--- src/rtl/tsr_cfg.svh ---
`ifndef TSR_CFG_SVH
`define TSR_CFG_SVH
/*
  Addresses, field positions, reset values and codes of the report words.
  Assumes word addressing; each address names one 16-bit word.
*/
// Word addresses
`define TSR_ADDR_PRODUCT 8'h00
`define TSR_ADDR_APP_MAJOR 8'h01
`define TSR_ADDR_APP_MINOR 8'h02
`define TSR_ADDR_APP_PATCH_LO 8'h03
`define TSR_ADDR_APP_PATCH_HI 8'h04
`define TSR_ADDR_LIBRARY 8'h05
`define TSR_ADDR_LIB_MAJOR 8'h06
`define TSR_ADDR_LIB_MINOR 8'h07
`define TSR_ADDR_LIB_PATCH_LO 8'h08
`define TSR_ADDR_LIB_PATCH_HI 8'h09
`define TSR_ADDR_GESTURE 8'h0E
`define TSR_ADDR_INFO 8'h0F
`define TSR_ADDR_SYSCTL 8'h33
// Gesture word fields
`define TSR_GES_SWHOLD_LO 12
`define TSR_GES_SWIPE_LO 8
`define TSR_GES_RSVD_LO 5
`define TSR_GES_PALM 4
`define TSR_GES_HOLD 3
`define TSR_GES_TRIPLE 2
`define TSR_GES_DOUBLE 1
`define TSR_GES_SINGLE 0
// Information word fields and system control acknowledge bit
`define TSR_INFO_LP_DET 14
`define TSR_INFO_TOO_MANY 12
`define TSR_INFO_MOTION 10
`define TSR_INFO_COUNT_LO 8
`define TSR_INFO_SHOW_RST 7
`define TSR_INFO_ALT_RETUNE 6
`define TSR_INFO_ALT_ERR 5
`define TSR_INFO_PAD_RETUNE 4
`define TSR_INFO_PAD_ERR 3
`define TSR_INFO_MODE_LO 0
`define TSR_SYSCTL_ACK 7
// Reset values
`define TSR_WORD_RST 16'h0000
`define TSR_TUNE_RST 4'h0
// Codes
`define TSR_MODE_ACTIVE 3'h0
`define TSR_MODE_IDLE_TOUCH 3'h1
`define TSR_MODE_IDLE 3'h2
`define TSR_MODE_LP_ONE 3'h3
`define TSR_MODE_LP_TWO 3'h4
`define TSR_COUNT_MAX 2'h2
`define TSR_EVT_LAT 2
`endif

--- src/rtl/tsr_pkg.sv ---
/*
  Types shared by the report word modules.
  Assumes tsr_cfg.svh is on the include path.
*/
`include "tsr_cfg.svh"
package tsr_pkg;
  typedef logic [15:0] tsr_word_type;
  typedef logic [7:0] tsr_addr_type;
  typedef enum logic [2:0] {
    tsr_mode_active = `TSR_MODE_ACTIVE,
    tsr_mode_idle_touch = `TSR_MODE_IDLE_TOUCH,
    tsr_mode_idle = `TSR_MODE_IDLE,
    tsr_mode_low_power_one = `TSR_MODE_LP_ONE,
    tsr_mode_low_power_two = `TSR_MODE_LP_TWO
  } tsr_power_mode_type;
endpackage

--- src/rtl/tsr_rep_if.sv ---
/*
  Report bundle between the top and its capture modules.
  Assumes all parties run on core_clk.
*/
`timescale 1ns/1ps
interface tsr_rep_if;
  logic report_stb;
  tsr_pkg::tsr_word_type gesture_raw;
  tsr_pkg::tsr_word_type gesture_word;
  logic gesture_seen;
  logic [3:0] tune_raw;
  logic [3:0] tune_bits;
  modport src (
    output report_stb, gesture_raw, tune_raw,
    input gesture_word, gesture_seen, tune_bits
  );
  modport ges (
    input report_stb, gesture_raw,
    output gesture_word, gesture_seen
  );
  modport tune (
    input report_stb, tune_raw,
    output tune_bits
  );
endinterface

--- src/rtl/tsr_gesture.sv ---
/*
  Gesture word capture.
  Assumes report_stb is a one-cycle pulse from the sensing engine.
*/
`timescale 1ns/1ps
`include "tsr_cfg.svh"
module tsr_gesture (
  input wire logic core_clk,
  input wire logic rst_n,
  tsr_rep_if.ges rep
);
  localparam tsr_pkg::tsr_word_type RSVD_MASK = 16'h00E0;
  tsr_pkg::tsr_word_type word_q;
  logic seen_q;

  always_ff @(posedge core_clk or negedge rst_n) begin
    if (!rst_n) begin
      word_q <= `TSR_WORD_RST;
    end else if (rep.report_stb) begin
      word_q <= rep.gesture_raw & ~RSVD_MASK;
    end
  end

  always_ff @(posedge core_clk or negedge rst_n) begin
    if (!rst_n) begin
      seen_q <= 1'b0;
    end else begin
      seen_q <= rep.report_stb && ((rep.gesture_raw & ~RSVD_MASK) != 16'h0000);
    end
  end

  assign rep.gesture_word = word_q;
  assign rep.gesture_seen = seen_q;
endmodule

--- src/rtl/tsr_tune.sv ---
/*
  Tuning result flags of the information word.
  Assumes tune_raw holds done and error bits valid with report_stb.
*/
`timescale 1ns/1ps
`include "tsr_cfg.svh"
module tsr_tune (
  input wire logic core_clk,
  input wire logic rst_n,
  tsr_rep_if.tune rep
);
  logic [3:0] bits_q;

  always_ff @(posedge core_clk or negedge rst_n) begin
    if (!rst_n) begin
      bits_q <= `TSR_TUNE_RST;
    end else if (rep.report_stb) begin
      bits_q <= rep.tune_raw;
    end
  end

  assign rep.tune_bits = bits_q;
endmodule

--- src/rtl/tsr_top.sv ---
/*
  Read-only report words of the trackpad controller: version words,
  gesture word and information word, plus the reset acknowledge path.
  Assumes the serial port front end presents one word access per
  acc_rd or acc_wr pulse, and the sensing engine presents its results
  with a one-cycle report_stb, all on core_clk.
*/
// Behaviour
// - Gesture bits 15..12 report swipe-and-hold directions
// - Gesture bits 11..8 report plain swipe directions
// - Bits 4..0 palm, hold, taps; 7..5 zero
// - Info bit 14 shows low-power channel detect
// - Info bit 12 set when fingers exceed maximum
// - Info bit 10 shows finger movement
// - Info bits 9..8 give finger count
// - Info bit 7 set after reset until acknowledged
// - Info bit 6 shows low-power channel retune done
// - Info bit 5 shows low-power tuning failure
// - Info bit 4 shows trackpad retune done
// - Info bit 3 shows trackpad tuning failure
// - Info bits 2..0 give power mode
// - Fixed version words at addresses 0x00..0x09
// - Gesture events only when gesture enable set
`timescale 1ns/1ps
`include "tsr_cfg.svh"
module tsr_top #(
  // Identity words below are arbitrary values
  parameter tsr_pkg::tsr_word_type PRODUCT_NUMBER = 16'h0A5A,
  parameter tsr_pkg::tsr_word_type APP_MAJOR = 16'h0001,
  parameter tsr_pkg::tsr_word_type APP_MINOR = 16'h0001,
  parameter tsr_pkg::tsr_word_type APP_PATCH_LO = 16'h1234,
  parameter tsr_pkg::tsr_word_type APP_PATCH_HI = 16'h5678,
  parameter tsr_pkg::tsr_word_type LIBRARY_NUMBER = 16'h00C3,
  parameter tsr_pkg::tsr_word_type LIB_MAJOR = 16'h0004,
  parameter tsr_pkg::tsr_word_type LIB_MINOR = 16'h000F,
  parameter tsr_pkg::tsr_word_type LIB_PATCH_LO = 16'h9ABC,
  parameter tsr_pkg::tsr_word_type LIB_PATCH_HI = 16'hDEF0
) (
  input wire logic core_clk,
  input wire logic rst_n,
  input wire tsr_pkg::tsr_addr_type acc_addr,
  input wire logic acc_rd,
  input wire logic acc_wr,
  input wire tsr_pkg::tsr_word_type acc_wdata,
  output tsr_pkg::tsr_word_type acc_rdata,
  output logic acc_rvalid,
  input wire logic report_stb,
  input wire logic [3:0] swipe_hold_dir,
  input wire logic [3:0] swipe_dir,
  input wire logic palm_gesture,
  input wire logic press_hold,
  input wire logic triple_tap,
  input wire logic double_tap,
  input wire logic single_tap,
  input wire logic low_power_detect,
  input wire logic [2:0] touch_count,
  input wire logic [1:0] max_fingers,
  input wire logic finger_motion_flag,
  input wire logic alt_channel_retuning_done,
  input wire logic alt_channel_tuning_error,
  input wire logic trackpad_retuning_done,
  input wire logic trackpad_tuning_error,
  input wire tsr_pkg::tsr_power_mode_type power_mode,
  input wire logic reset_event,
  input wire logic gesture_event_en,
  output logic comm_event
);

  ////////////////////////////////////////////////////////////////////////
  // Report bundle and capture modules

  tsr_rep_if rep ();

  assign rep.report_stb = report_stb;

  always_comb begin
    rep.gesture_raw = `TSR_WORD_RST;
    rep.gesture_raw[`TSR_GES_SWHOLD_LO +: 4] = swipe_hold_dir;
    rep.gesture_raw[`TSR_GES_SWIPE_LO +: 4] = swipe_dir;
    rep.gesture_raw[`TSR_GES_PALM] = palm_gesture;
    rep.gesture_raw[`TSR_GES_HOLD] = press_hold;
    rep.gesture_raw[`TSR_GES_TRIPLE] = triple_tap;
    rep.gesture_raw[`TSR_GES_DOUBLE] = double_tap;
    rep.gesture_raw[`TSR_GES_SINGLE] = single_tap;
  end

  assign rep.tune_raw = {alt_channel_retuning_done,
                         alt_channel_tuning_error,
                         trackpad_retuning_done, trackpad_tuning_error};

  tsr_gesture u_gesture (
    .core_clk (core_clk),
    .rst_n (rst_n),
    .rep (rep.ges)
  );

  tsr_tune u_tune (
    .core_clk (core_clk),
    .rst_n (rst_n),
    .rep (rep.tune)
  );

  ////////////////////////////////////////////////////////////////////////
  // Touch state of the information word

  logic lp_det_q;
  logic too_many_q;
  logic motion_q;
  logic [1:0] count_q;
  tsr_pkg::tsr_power_mode_type mode_q;
  logic [1:0] count_d;

  // count clipped to the two-finger code
  always_comb begin
    if (touch_count > 3'({1'b0, `TSR_COUNT_MAX})) begin
      count_d = `TSR_COUNT_MAX;
    end else begin
      count_d = touch_count[1:0];
    end
  end

  always_ff @(posedge core_clk or negedge rst_n) begin
    if (!rst_n) begin
      lp_det_q <= 1'b0;
      motion_q <= 1'b0;
      count_q <= 2'h0;
    end else if (report_stb) begin
      lp_det_q <= low_power_detect;
      motion_q <= finger_motion_flag;
      count_q <= count_d;
    end
  end

  always_ff @(posedge core_clk or negedge rst_n) begin
    if (!rst_n) begin
      too_many_q <= 1'b0;
    end else if (report_stb) begin
      too_many_q <= touch_count > {1'b0, max_fingers};
    end
  end

  always_ff @(posedge core_clk or negedge rst_n) begin
    if (!rst_n) begin
      mode_q <= tsr_pkg::tsr_mode_active;
    end else if (report_stb) begin
      mode_q <= power_mode;
    end
  end

  ////////////////////////////////////////////////////////////////////////
  // Reset indication

  logic show_reset_q;
  logic ack_wr;

  // acknowledge only on a written one
  assign ack_wr = acc_wr && (acc_addr == `TSR_ADDR_SYSCTL)
                  && acc_wdata[`TSR_SYSCTL_ACK];

  // set by reset, cleared by acknowledge
  always_ff @(posedge core_clk or negedge rst_n) begin
    if (!rst_n) begin
      show_reset_q <= 1'b1;
    end else if (reset_event) begin
      show_reset_q <= 1'b1;
    end else if (ack_wr) begin
      show_reset_q <= 1'b0;
    end
  end

  ////////////////////////////////////////////////////////////////////////
  // Information word assembly

  tsr_pkg::tsr_word_type info_word;

  always_comb begin
    info_word = `TSR_WORD_RST;
    info_word[`TSR_INFO_LP_DET] = lp_det_q;
    info_word[`TSR_INFO_TOO_MANY] = too_many_q;
    info_word[`TSR_INFO_MOTION] = motion_q;
    info_word[`TSR_INFO_COUNT_LO +: 2] = count_q;
    info_word[`TSR_INFO_SHOW_RST] = show_reset_q;
    info_word[`TSR_INFO_ALT_RETUNE] = rep.tune_bits[3];
    info_word[`TSR_INFO_ALT_ERR] = rep.tune_bits[2];
    info_word[`TSR_INFO_PAD_RETUNE] = rep.tune_bits[1];
    info_word[`TSR_INFO_PAD_ERR] = rep.tune_bits[0];
    info_word[`TSR_INFO_MODE_LO +: 3] = mode_q;
  end

  ////////////////////////////////////////////////////////////////////////
  // Gesture communication event

  logic comm_event_q;

  // event gated by the gesture enable
  always_ff @(posedge core_clk or negedge rst_n) begin
    if (!rst_n) begin
      comm_event_q <= 1'b0;
    end else begin
      comm_event_q <= rep.gesture_seen && gesture_event_en;
    end
  end

  assign comm_event = comm_event_q;

  ////////////////////////////////////////////////////////////////////////
  // Word read port

  tsr_pkg::tsr_word_type rdata_d;
  tsr_pkg::tsr_word_type rdata_q;
  logic rvalid_q;

  always_comb begin
    unique case (acc_addr)
      `TSR_ADDR_PRODUCT: rdata_d = PRODUCT_NUMBER;
      `TSR_ADDR_APP_MAJOR: rdata_d = APP_MAJOR;
      `TSR_ADDR_APP_MINOR: rdata_d = APP_MINOR;
      `TSR_ADDR_APP_PATCH_LO: rdata_d = APP_PATCH_LO;
      `TSR_ADDR_APP_PATCH_HI: rdata_d = APP_PATCH_HI;
      `TSR_ADDR_LIBRARY: rdata_d = LIBRARY_NUMBER;
      `TSR_ADDR_LIB_MAJOR: rdata_d = LIB_MAJOR;
      `TSR_ADDR_LIB_MINOR: rdata_d = LIB_MINOR;
      `TSR_ADDR_LIB_PATCH_LO: rdata_d = LIB_PATCH_LO;
      `TSR_ADDR_LIB_PATCH_HI: rdata_d = LIB_PATCH_HI;
      `TSR_ADDR_GESTURE: rdata_d = rep.gesture_word;
      `TSR_ADDR_INFO: rdata_d = info_word;
      default: rdata_d = `TSR_WORD_RST;
    endcase
  end

  always_ff @(posedge core_clk or negedge rst_n) begin
    if (!rst_n) begin
      rdata_q <= `TSR_WORD_RST;
    end else if (acc_rd) begin
      rdata_q <= rdata_d;
    end
  end

  always_ff @(posedge core_clk or negedge rst_n) begin
    if (!rst_n) begin
      rvalid_q <= 1'b0;
    end else begin
      rvalid_q <= acc_rd;
    end
  end

  assign acc_rdata = rdata_q;
  assign acc_rvalid = rvalid_q;

  ////////////////////////////////////////////////////////////////////////
  // Checks

  localparam int EVT_LAT = `TSR_EVT_LAT;
endmodule

--- config.mk ---
export PLATFORM = sky130hd
export DESIGN_NAME = tsr_top
export DESIGN_NICKNAME = d
export VERILOG_FILES = /design/src/rtl/tsr_pkg.sv /design/src/rtl/tsr_rep_if.sv /design/src/rtl/tsr_gesture.sv /design/src/rtl/tsr_tune.sv /design/src/rtl/tsr_top.sv
export VERILOG_INCLUDE_DIRS = /design/src /design/src/rtl
export SDC_FILE = /design/constraint.sdc
export NUM_CORES = 1
export LEC_CHECK = 0
export ABC_AREA = 1
export ABC_CLOCK_PERIOD_IN_PS = 1150
export BUFFER_PORTS_ARGS = -buffer_cell sky130_fd_sc_hd__buf_2
export CAP_MARGIN = 20
export CORE_ASPECT_RATIO = 1.5
export CORE_MARGIN = 8
export CORE_UTILIZATION = 45
export DETAILED_ROUTE_END_ITERATION = 10
export PLACE_DENSITY_LB_ADDON = 0.08
export SLEW_MARGIN = 20
export SYNTH_ARGS = -nofsm -noshare
export SYNTH_HDL_FRONTEND = slang
export SYNTH_SLANG_ARGS = --single-unit
--- constraint.sdc ---
create_clock -name core_clk -period 1.15 [get_ports core_clk]
set_clock_uncertainty 0.05 [all_clocks]
set_input_delay 0.115 -clock core_clk [delete_from_list [all_inputs] [get_ports core_clk]]
set_output_delay 0.115 -clock core_clk [all_outputs]
set_load 0.02 [all_outputs]
## Word level (Yosys, flattened, before mapping)

Cells that the tools add are included.

- Logic and storage cells: 38
- Bits in registers: 45
- Bits of input ports: 58

- Reductions and logical operators: 8
- Mux-type cells: 4
- Eq/ne operators: 12
- Magnitude comparators: 2

Operators by type and width:

| operator | count |
|---|---|
| $pmux 16 s11 | 1 |
| $eq 8x3->1 const B | 4 |
| $eq 8x4->1 const B | 4 |
| $eq 8x2->1 const B | 2 |
| $reduce_bool 16->1 | 1 |
| $eq 8x1->1 const B | 1 |
| $eq 8x6->1 const B | 1 |
| $logic_not 8->1 | 1 |
| $logic_and 1x1->1 | 4 |
| $gt 3x2->1 | 1 |
| $gt 3x2->1 const B | 1 |
| $mux 1 | 2 |
| $mux 2 | 1 |
| $reduce_bool 2->1 | 1 |
| $reduce_or 2->1 | 1 |

## Longest topological paths before layout

Gate-level depths: netlist of the first run.

- Word-level depth: 5
- Mapped depth: 10
- Gate-level depth less buffers: 9

## Cells and area by module

From an unflattened synthesis of the first run, not the netlist that was laid out.

- Cell total of the unflattened synthesis: 315
- Area total of the unflattened synthesis: 2,322.2 µm²

Modules (own cells, without submodules):

| module | times used | area each (µm²) | cells an instance |
|---|---|---|---|
| tsr_top | 1 | 1,577.8 | 226 |
| tsr_gesture | 1 | 595.6 | 72 |
| tsr_tune | 1 | 148.9 | 17 |

## Least setup slack after synthesis of the first run

Ideal clock, no wire load.

- Kind: input-to-reg
- Start point: in acc_addr[4]
- End point: reg rdata_q[9] (netlist: acc_rdata[9])
- Library setup time: 0.065 ns
- Arrival: 0.875 ns
- Stages on the path: 10
- Setup slack: 0.160 ns
- Cell sequence: inv_1 nand2_1 nor2_4 buf_6 nand3_1 o21ai_2 inv_1 nand2_1 nand2_1 nand2_1

- Longest elaborated chain between the ends: 3
- Elaborated cells on any way between the ends: 14
- Those cells by class: 11 x eq/ne; 1 x mux; 2 x reduce/logical

Ends and longest elaborated chain:

| item | line | text |
|---|---|---|
| start: declaration | tsr_top.sv:41 | `input wire tsr_pkg::tsr_addr_type acc_addr,` |
| $eq 8x2->1 or $eq 8x1->1 (tied branches) | tsr_top.sv:214 | `unique case (acc_addr)` |
| $reduce_or 2->1 (no source line) | - |  |
| $pmux 16 s11 * | tsr_top.sv:214 |  |
| end signal: assignment | tsr_top.sv:233 | `` rdata_q <= `TSR_WORD_RST; `` |
| end signal: assignment | tsr_top.sv:235 | `rdata_q <= rdata_d;` |
| end: declaration | tsr_top.sv:210 | `tsr_pkg::tsr_word_type rdata_q;` |

Mark *: on every way between the ends. The rest lies on a longest branch, timed or not.
A chain may end at the register's enable or synchronous reset.

## Worst setup path after layout of the first run

- Start point: in double_tap
- End point: reg u_gesture.seen_q (netlist: u_gesture.rep.gesture_seen)

- Longest elaborated chain between the ends: 2

Ends and longest elaborated chain:

| item | line | text |
|---|---|---|
| start: declaration | tsr_top.sv:53 | `input wire logic double_tap,` |
| $reduce_bool 16->1 | tsr_gesture.sv:28 | `seen_q <= rep.report_stb && ((rep.gesture_raw & ~RSVD_MASK) != 16'h0000);` |
| $logic_and 1x1->1 | tsr_gesture.sv:28 |  |
| end signal: assignment | tsr_gesture.sv:28 |  |
| end: declaration | tsr_gesture.sv:14 | `logic seen_q;` |

No other way between the ends.

==> flow_summary.ini, run 1 <==
[cells_and_area]
final_core_util_pct = 62.9
final_common_cell = nand2_1
drive_above_1_share_pct = 22.0
mostFrequentLayoutCells = 128 x nand2_1, 60 x buf_2, 44 x dfrtp_1
n_fill_cell = 485
diodes = 0
nets = 451
area_delta_synth_final_pct = 34.9

[cts]
clock_path_buffers = 2
clkLatencyLatePin_ns = 0.29
cts_num_sinks = 45
cts_root_buffer = clkbuf_8
post_cts_buffers = 0
post_cts_resized = 0
cts_tree = done
clkTransAtPathRegs_ns = 0.08
h-tree-depth = 2
cts_buffers = 5

[die]
core_region_area_sq_mm = 0.00481
fp.dieH_um = 102
io_pins = 76
rows = 31
die_w_um = 73.7
dieArea_sq_mm = 0.00755
start_util_pct = 46.6

[route]
drcViolationCount = 0
drtAntennaViolNets = 0
firstDrtPassIters = 4
vias = 2086
first_iter_violations = 98
drt-total-wl_mm = 5.32
post_drt_wl_per_cell_um = 11.6
vias_per_cell = 4.56

[timing]
drv_slew = 0
fmax_ghz = 0.926
setup_viol = 0
tightest_slew_ns = 0.432
period_needed_ns = 1.08
fin_crit_sh_pct = 93.9
rsz0062_at_grt = no
max-slew-margin-rel_pct = 71.1
final-hold-violation-count = 0

[global_routing]
grt_max_degree = 46
grt_pass1_wl_mm = 9.49
grtUsageTotal_pct = 15.7
antenna_found_initial = 0
grt.overflow.total = 0
first_global_vias = 2169

[logic_synthesis]
ys_ff_latch = 45
syn-cell-area_sq_mm = 0.00224
synth_cell_type_count = 26
yosysSeqAreaShare_pct = 50.3
syn_nets = 357
yosysWarningCount = 0
synth_cells = 297
synth.avg_cell_area_sq_um = 7.55

[critical_path]
path_cells = dlygate4sd3_1 -> buf_2 -> nor3_1 -> a31oi_1
crit_slowest_cell = dlygate4sd3_1
max_stage_delay_ns = 0.52
cp.required_ns = 1.27
crit_fanout = 2
endpoint_kind = flip-flop
arrival_ns = 1.20
cp-start-kind = input pin
worstPathBufferInverterCount = 2
crit_family = buffers and inverters
path_class = input pin to flip-flop

[placement]
port_buffers = 60
gp_congestion = 0.853
hpwlAfterDp_mm = 4.06

[pwr]
power_density_mw_per_mm2 = 1040
total_power_mw = 3.15
leakagePower_nw = 1.74
peakVddDrop_uv = 840

[flow_run]
max-cap-violations = 0

[worst_hold_path]
hp-class = input pin to flip-flop

[outcome]
status = finished clean
==> state kept, by name, indices dropped and copies added (netlist names) <==
name / cells
u_tune.rep.tune_bits: 4
u_gesture.rep.gesture_word: 13
lp_det_q: 1
show_reset_q: 1
count_q: 2
motion_q: 1
mode_q: 3
too_many_q: 1
comm_event: 1
acc_rvalid: 1
u_gesture.rep.gesture_seen: 1
acc_rdata: 16
==> logic make-up (layout without fill, tap and decap cells) <==
logic type / count (synthesis) / count (layout) / share of synthesized area, %
fa+ha+maj: 2 / 2 / 1.12
compound gates: 23 / 23 / 5.74
simple gates: 187 / 187 / 35.2
flops: 45 / 45 / 50.3
buf+inv: 40 / 134 / 7.64
==> metal layers <==
| metal | global-route usage, % | vias up | wire length (um) |
|---|---|---|---|
| li1 | - | 1120 | - |
| met1 | 18.3 | 920 | 2330 |
| met2 | 27.1 | 41 | 2690 |
| met3 | 3.83 | 5 | 232 |
| met4 | 5.10 | 0 | 67 |
| met5 | 0 | - | 0 |
==> cell type report <==
type                            instances  area (sq um)  share of cell area [%]
Sequential cell                        45          1130                    37.3
Multi-Input combinational cell        212           945                    31.2
Timing Repair Buffer                   97           668                    22.1
Inverter                               30           113                    3.72
Clock buffer                            6          82.6                    2.73
Tap cell                               66          82.6                    2.73
Clock inverter                          1          7.51                   0.248
==> stage by stage <==
step	std cells	area (sq um)	hold WS [ns]	setup slack [ns]	TNS (ns)
floorplan	297	2240	-0.231	0.160	0
global placement	424	2680	0.0625	-0.0376	-0.203
detailed placement	424	2680	0.0627	-0.0504	-0.293
CTS	457	3030	0.0522	0.0304	0
global route	457	3030	0.0660	0.0321	0
finish	457	3030	0.0566	0.0704	0
==> path summary, 6_finish.rpt <==
| check | from | end | slack [ns] | cells after the start |
|---|---|---|---|---|
| worst max-delay path | double_tap | u_gesture.rep.gesture_seen | 0.07 | 4 |
| worst min-delay path | touch_count[2] | count_q[1] | 0.06 | 3 |
| min in group asynchronous | rst_n | u_tune.rep.tune_bits[0] | 0.27 | 3 |
| max in group asynchronous | rst_n | show_reset_q | 0.51 | 3 |
| worst min register to register | u_gesture.rep.gesture_seen | comm_event | 0.39 | 2 |
| worst max register to register | show_reset_q | acc_rdata[7] | 0.17 | 4 |
==> cell usage after synthesis (all sizes together) <==
cell | instances | area, sq um
nand3 | 23 | 115
clkbuf | 5 | 18.8
nand4 | 6 | 37.5
nor2 | 21 | 101
a22oi | 1 | 7.51
o21ai | 17 | 88.8
buf | 5 | 40.0
a31oi | 1 | 6.26
nand2 | 131 | 504
a21oi | 1 | 5.00
dfstp | 1 | 26.3
o21bai | 1 | 7.51
o22ai | 1 | 6.26
nor4 | 2 | 12.5
dfrtp | 44 | 1100
ha | 2 | 25.0
o211ai | 1 | 7.51
nor3 | 4 | 20.0
inv | 30 | 113
==> report_power, final <==
group | switching [mW] | internal, mW | leakage, nW
Clock | 0.496 | 0.475 | 0.0433
Sequential | 0.0427 | 1.67 | 0.571
Combinational | 0.253 | 0.211 | 1.13
==> what timing repair did <==
item,CTS,global route
hold endpoints to repair,70,0
endpoints found under the setup margin,0,0
hold buffers,26,0
==> tightest hold or removal path: cells and delay by family <==
family	cells	cell delay (ns)
buf+inv	1	0.09
simple gates	1	0.05
compound gates	1	0.11
Note: power is estimated with default switching activity, not from simulation.
==> run 2: changes to the inputs <==
==> constraint.sdc (replaced) <==
create_clock -name core_clk -period 1.15 [get_ports core_clk]
set_clock_uncertainty 0.05 [all_clocks]
set_input_delay 0.0575 -clock core_clk [delete_from_list [all_inputs] [get_ports core_clk]]
set_output_delay 0.0575 -clock core_clk [all_outputs]
set_load 0.02 [all_outputs]
==> run 2 against run 1 <==
Global-route usage increased by 0.34 points. Utilization decreased by 0.10 points. Sequential share of layout area increased by 0.062 points. Register-to-register slack got worse by 0.02 ns. First-iteration DRC count decreased by 42%. Hold slack got worse by 0.033 ns. Clock power increased by 2%. Sequential cell count unchanged. Largest cell class unchanged. Largest power group unchanged.
==> flow_summary.ini, run 2 (same netlist as run 1, synthesis figures left out) <==
[outcome]
status = finished clean

[timing]
fin_crit_sh_pct = 95.8
drv_slew = 0
setup_viol = 0
final-hold-violation-count = 0
fmax_ghz = 0.907
setup_ws_ns = 0.0478
whs_ns = 0.0239
period_needed_ns = 1.10
tightest_slew_ns = 0.446
max-slew-margin-rel_pct = 70.3

[worst_hold_path]
min_from = touch_count[1]
holdPathEnd = count_q[0]
hp-class = input pin to flip-flop
whs_path_depth = 4

[die]
die_w_um = 73.7
fp.dieH_um = 102
core_region_area_sq_mm = 0.00481
dieArea_sq_mm = 0.00755
start_util_pct = 46.6
io_pins = 76
rows = 31

[global_routing]
grtUsageTotal_pct = 16.0
first_global_vias = 2147
grt_pass1_wl_mm = 9.52
grt.overflow.total = 0
grt_max_degree = 46
antenna_found_initial = 0

[critical_path]
path_class = input pin to flip-flop
arrival_ns = 1.28
path_cells = dlygate4sd3_1 -> buf_2 -> inv_1 -> ha_1 -> nand2_1 -> o21ai_0 -> a22oi_1
crit_slowest_cell = dlygate4sd3_1
worstReg2RegEnd = acc_rdata[7]
worstPathBufferInverterCount = 3
ff2ff_setup_slack_ns = 0.15
crit_family = buffers and inverters
r2r_cells = 4
endpoint_kind = flip-flop
max_stage_delay_ns = 0.52
r2r-start = show_reset_q
crit_fanout = 2
cp-start-kind = input pin
cp.required_ns = 1.33

[cells_and_area]
nets = 449
diodes = 0
largest_reg_flops = 16
final_core_util_pct = 62.8
final_common_cell = nand2_1
drive_above_1_share_pct = 21.3
n_fill_cell = 476
mostFrequentLayoutCells = 128 x nand2_1, 60 x buf_2, 44 x dfrtp_1
final_area_sq_mm = 0.00302
area_delta_synth_final_pct = 34.6

[cts]
cts_buffers = 5
clkTransAtPathRegs_ns = 0.08
cts_tree = done
clkLatencyLatePin_ns = 0.30
clock_path_buffers = 2
h-tree-depth = 2
cts_root_buffer = clkbuf_8
cts_num_sinks = 45
post_cts_buffers = 0

[pwr]
leakagePower_nw = 1.73
power_density_mw_per_mm2 = 1050
peakVddDrop_uv = 626
total_power_mw = 3.17

[route]
drcViolationCount = 0
first_iter_violations = 57
drt-total-wl_mm = 5.52
vias = 2131
post_drt_wl_per_cell_um = 12.1
drtAntennaViolNets = 0
vias_per_cell = 4.68
firstDrtPassIters = 4

[placement]
port_buffers = 60
post_dp_cell_area_sq_mm = 0.00265
gp_congestion = 0.856
place_ws_ns = -0.00427
hpwlAfterDp_mm = 4.05

[flow_run]
max-cap-violations = 0
-- run 2: changes by cell type in the layout (fill, tap and decap cells not counted), sizes merged --
cell	change
dlygate4sd3	+2
buf	-4
-- run 2: report_power, final --
part	switching (mW)	internal (mW)	leakage (nW)
combinational	0.256	0.209	1.12
clock	0.512	0.475	0.0433
sequential	0.0432	1.67	0.571
-- run 2: what timing repair did --
| item | CTS | global route |
|---|---|---|
| setup endpoints to repair | 0 | 1 |
| hold buffers | 28 | 0 |
| hold endpoints to repair | 71 | 0 |
| gates resized for setup | 0 | 1 |
-- run 2: stage by stage --
stage                     cells   TNS [ns]
final                       455          0
after global routing        455  -0.000195
after CTS                   455          0
after detailed placement    420   -0.00894
after global placement      420          0
after floorplan             297          0
-- run 2: how the worst max path moves through the flow --
stage	startpoint	slack (ns)	depth (start not counted)	endpoint
after global placement	acc_addr[4]	0.003	11	acc_rdata[14]
after detailed placement	acc_addr[4]	-0.004	11	acc_rdata[14]
final	touch_count[0]	0.05	7	too_many_q
after CTS	triple_tap	0.009	6	u_gesture.rep.gesture_seen
after floorplan	acc_addr[4]	0.22	10	acc_rdata[9]
after global routing	triple_tap	-0.0002	6	u_gesture.rep.gesture_seen
-- run 2: tightest hold or removal path, delay by kind of cell --
kind	cells	cell delay, ns
AOI/OAI and AO/OA	1	0.07
buffers and inverters	1	0.09
and+or+nand+nor	2	0.11
-- run 2: metal layers --
layer / vias up / share of wire, % / global-route usage (%) / routed length [um]
li1: 1114 / - / - / -
met1: 969 / 42 / 18.5 / 2330
met2: 41 / 52 / 27.5 / 2850
met3: 7 / 4.7 / 4.03 / 261
met4: 0 / 1.5 / 6.03 / 83
met5: - / 0 / 0 / 0
-- run 2: final cells by class --
| class | count | area, sq um | area share, % |
|---|---|---|---|
| sequential | 45 | 1130 | 37.3 |
| multi-input combinational | 212 | 950 | 31.4 |
| timing repair buffer | 95 | 658 | 21.8 |
| inverter | 30 | 113 | 3.73 |
| clock buffer | 6 | 82.6 | 2.73 |
| tap | 66 | 82.6 | 2.73 |
| clock inverter | 1 | 7.51 | 0.249 |
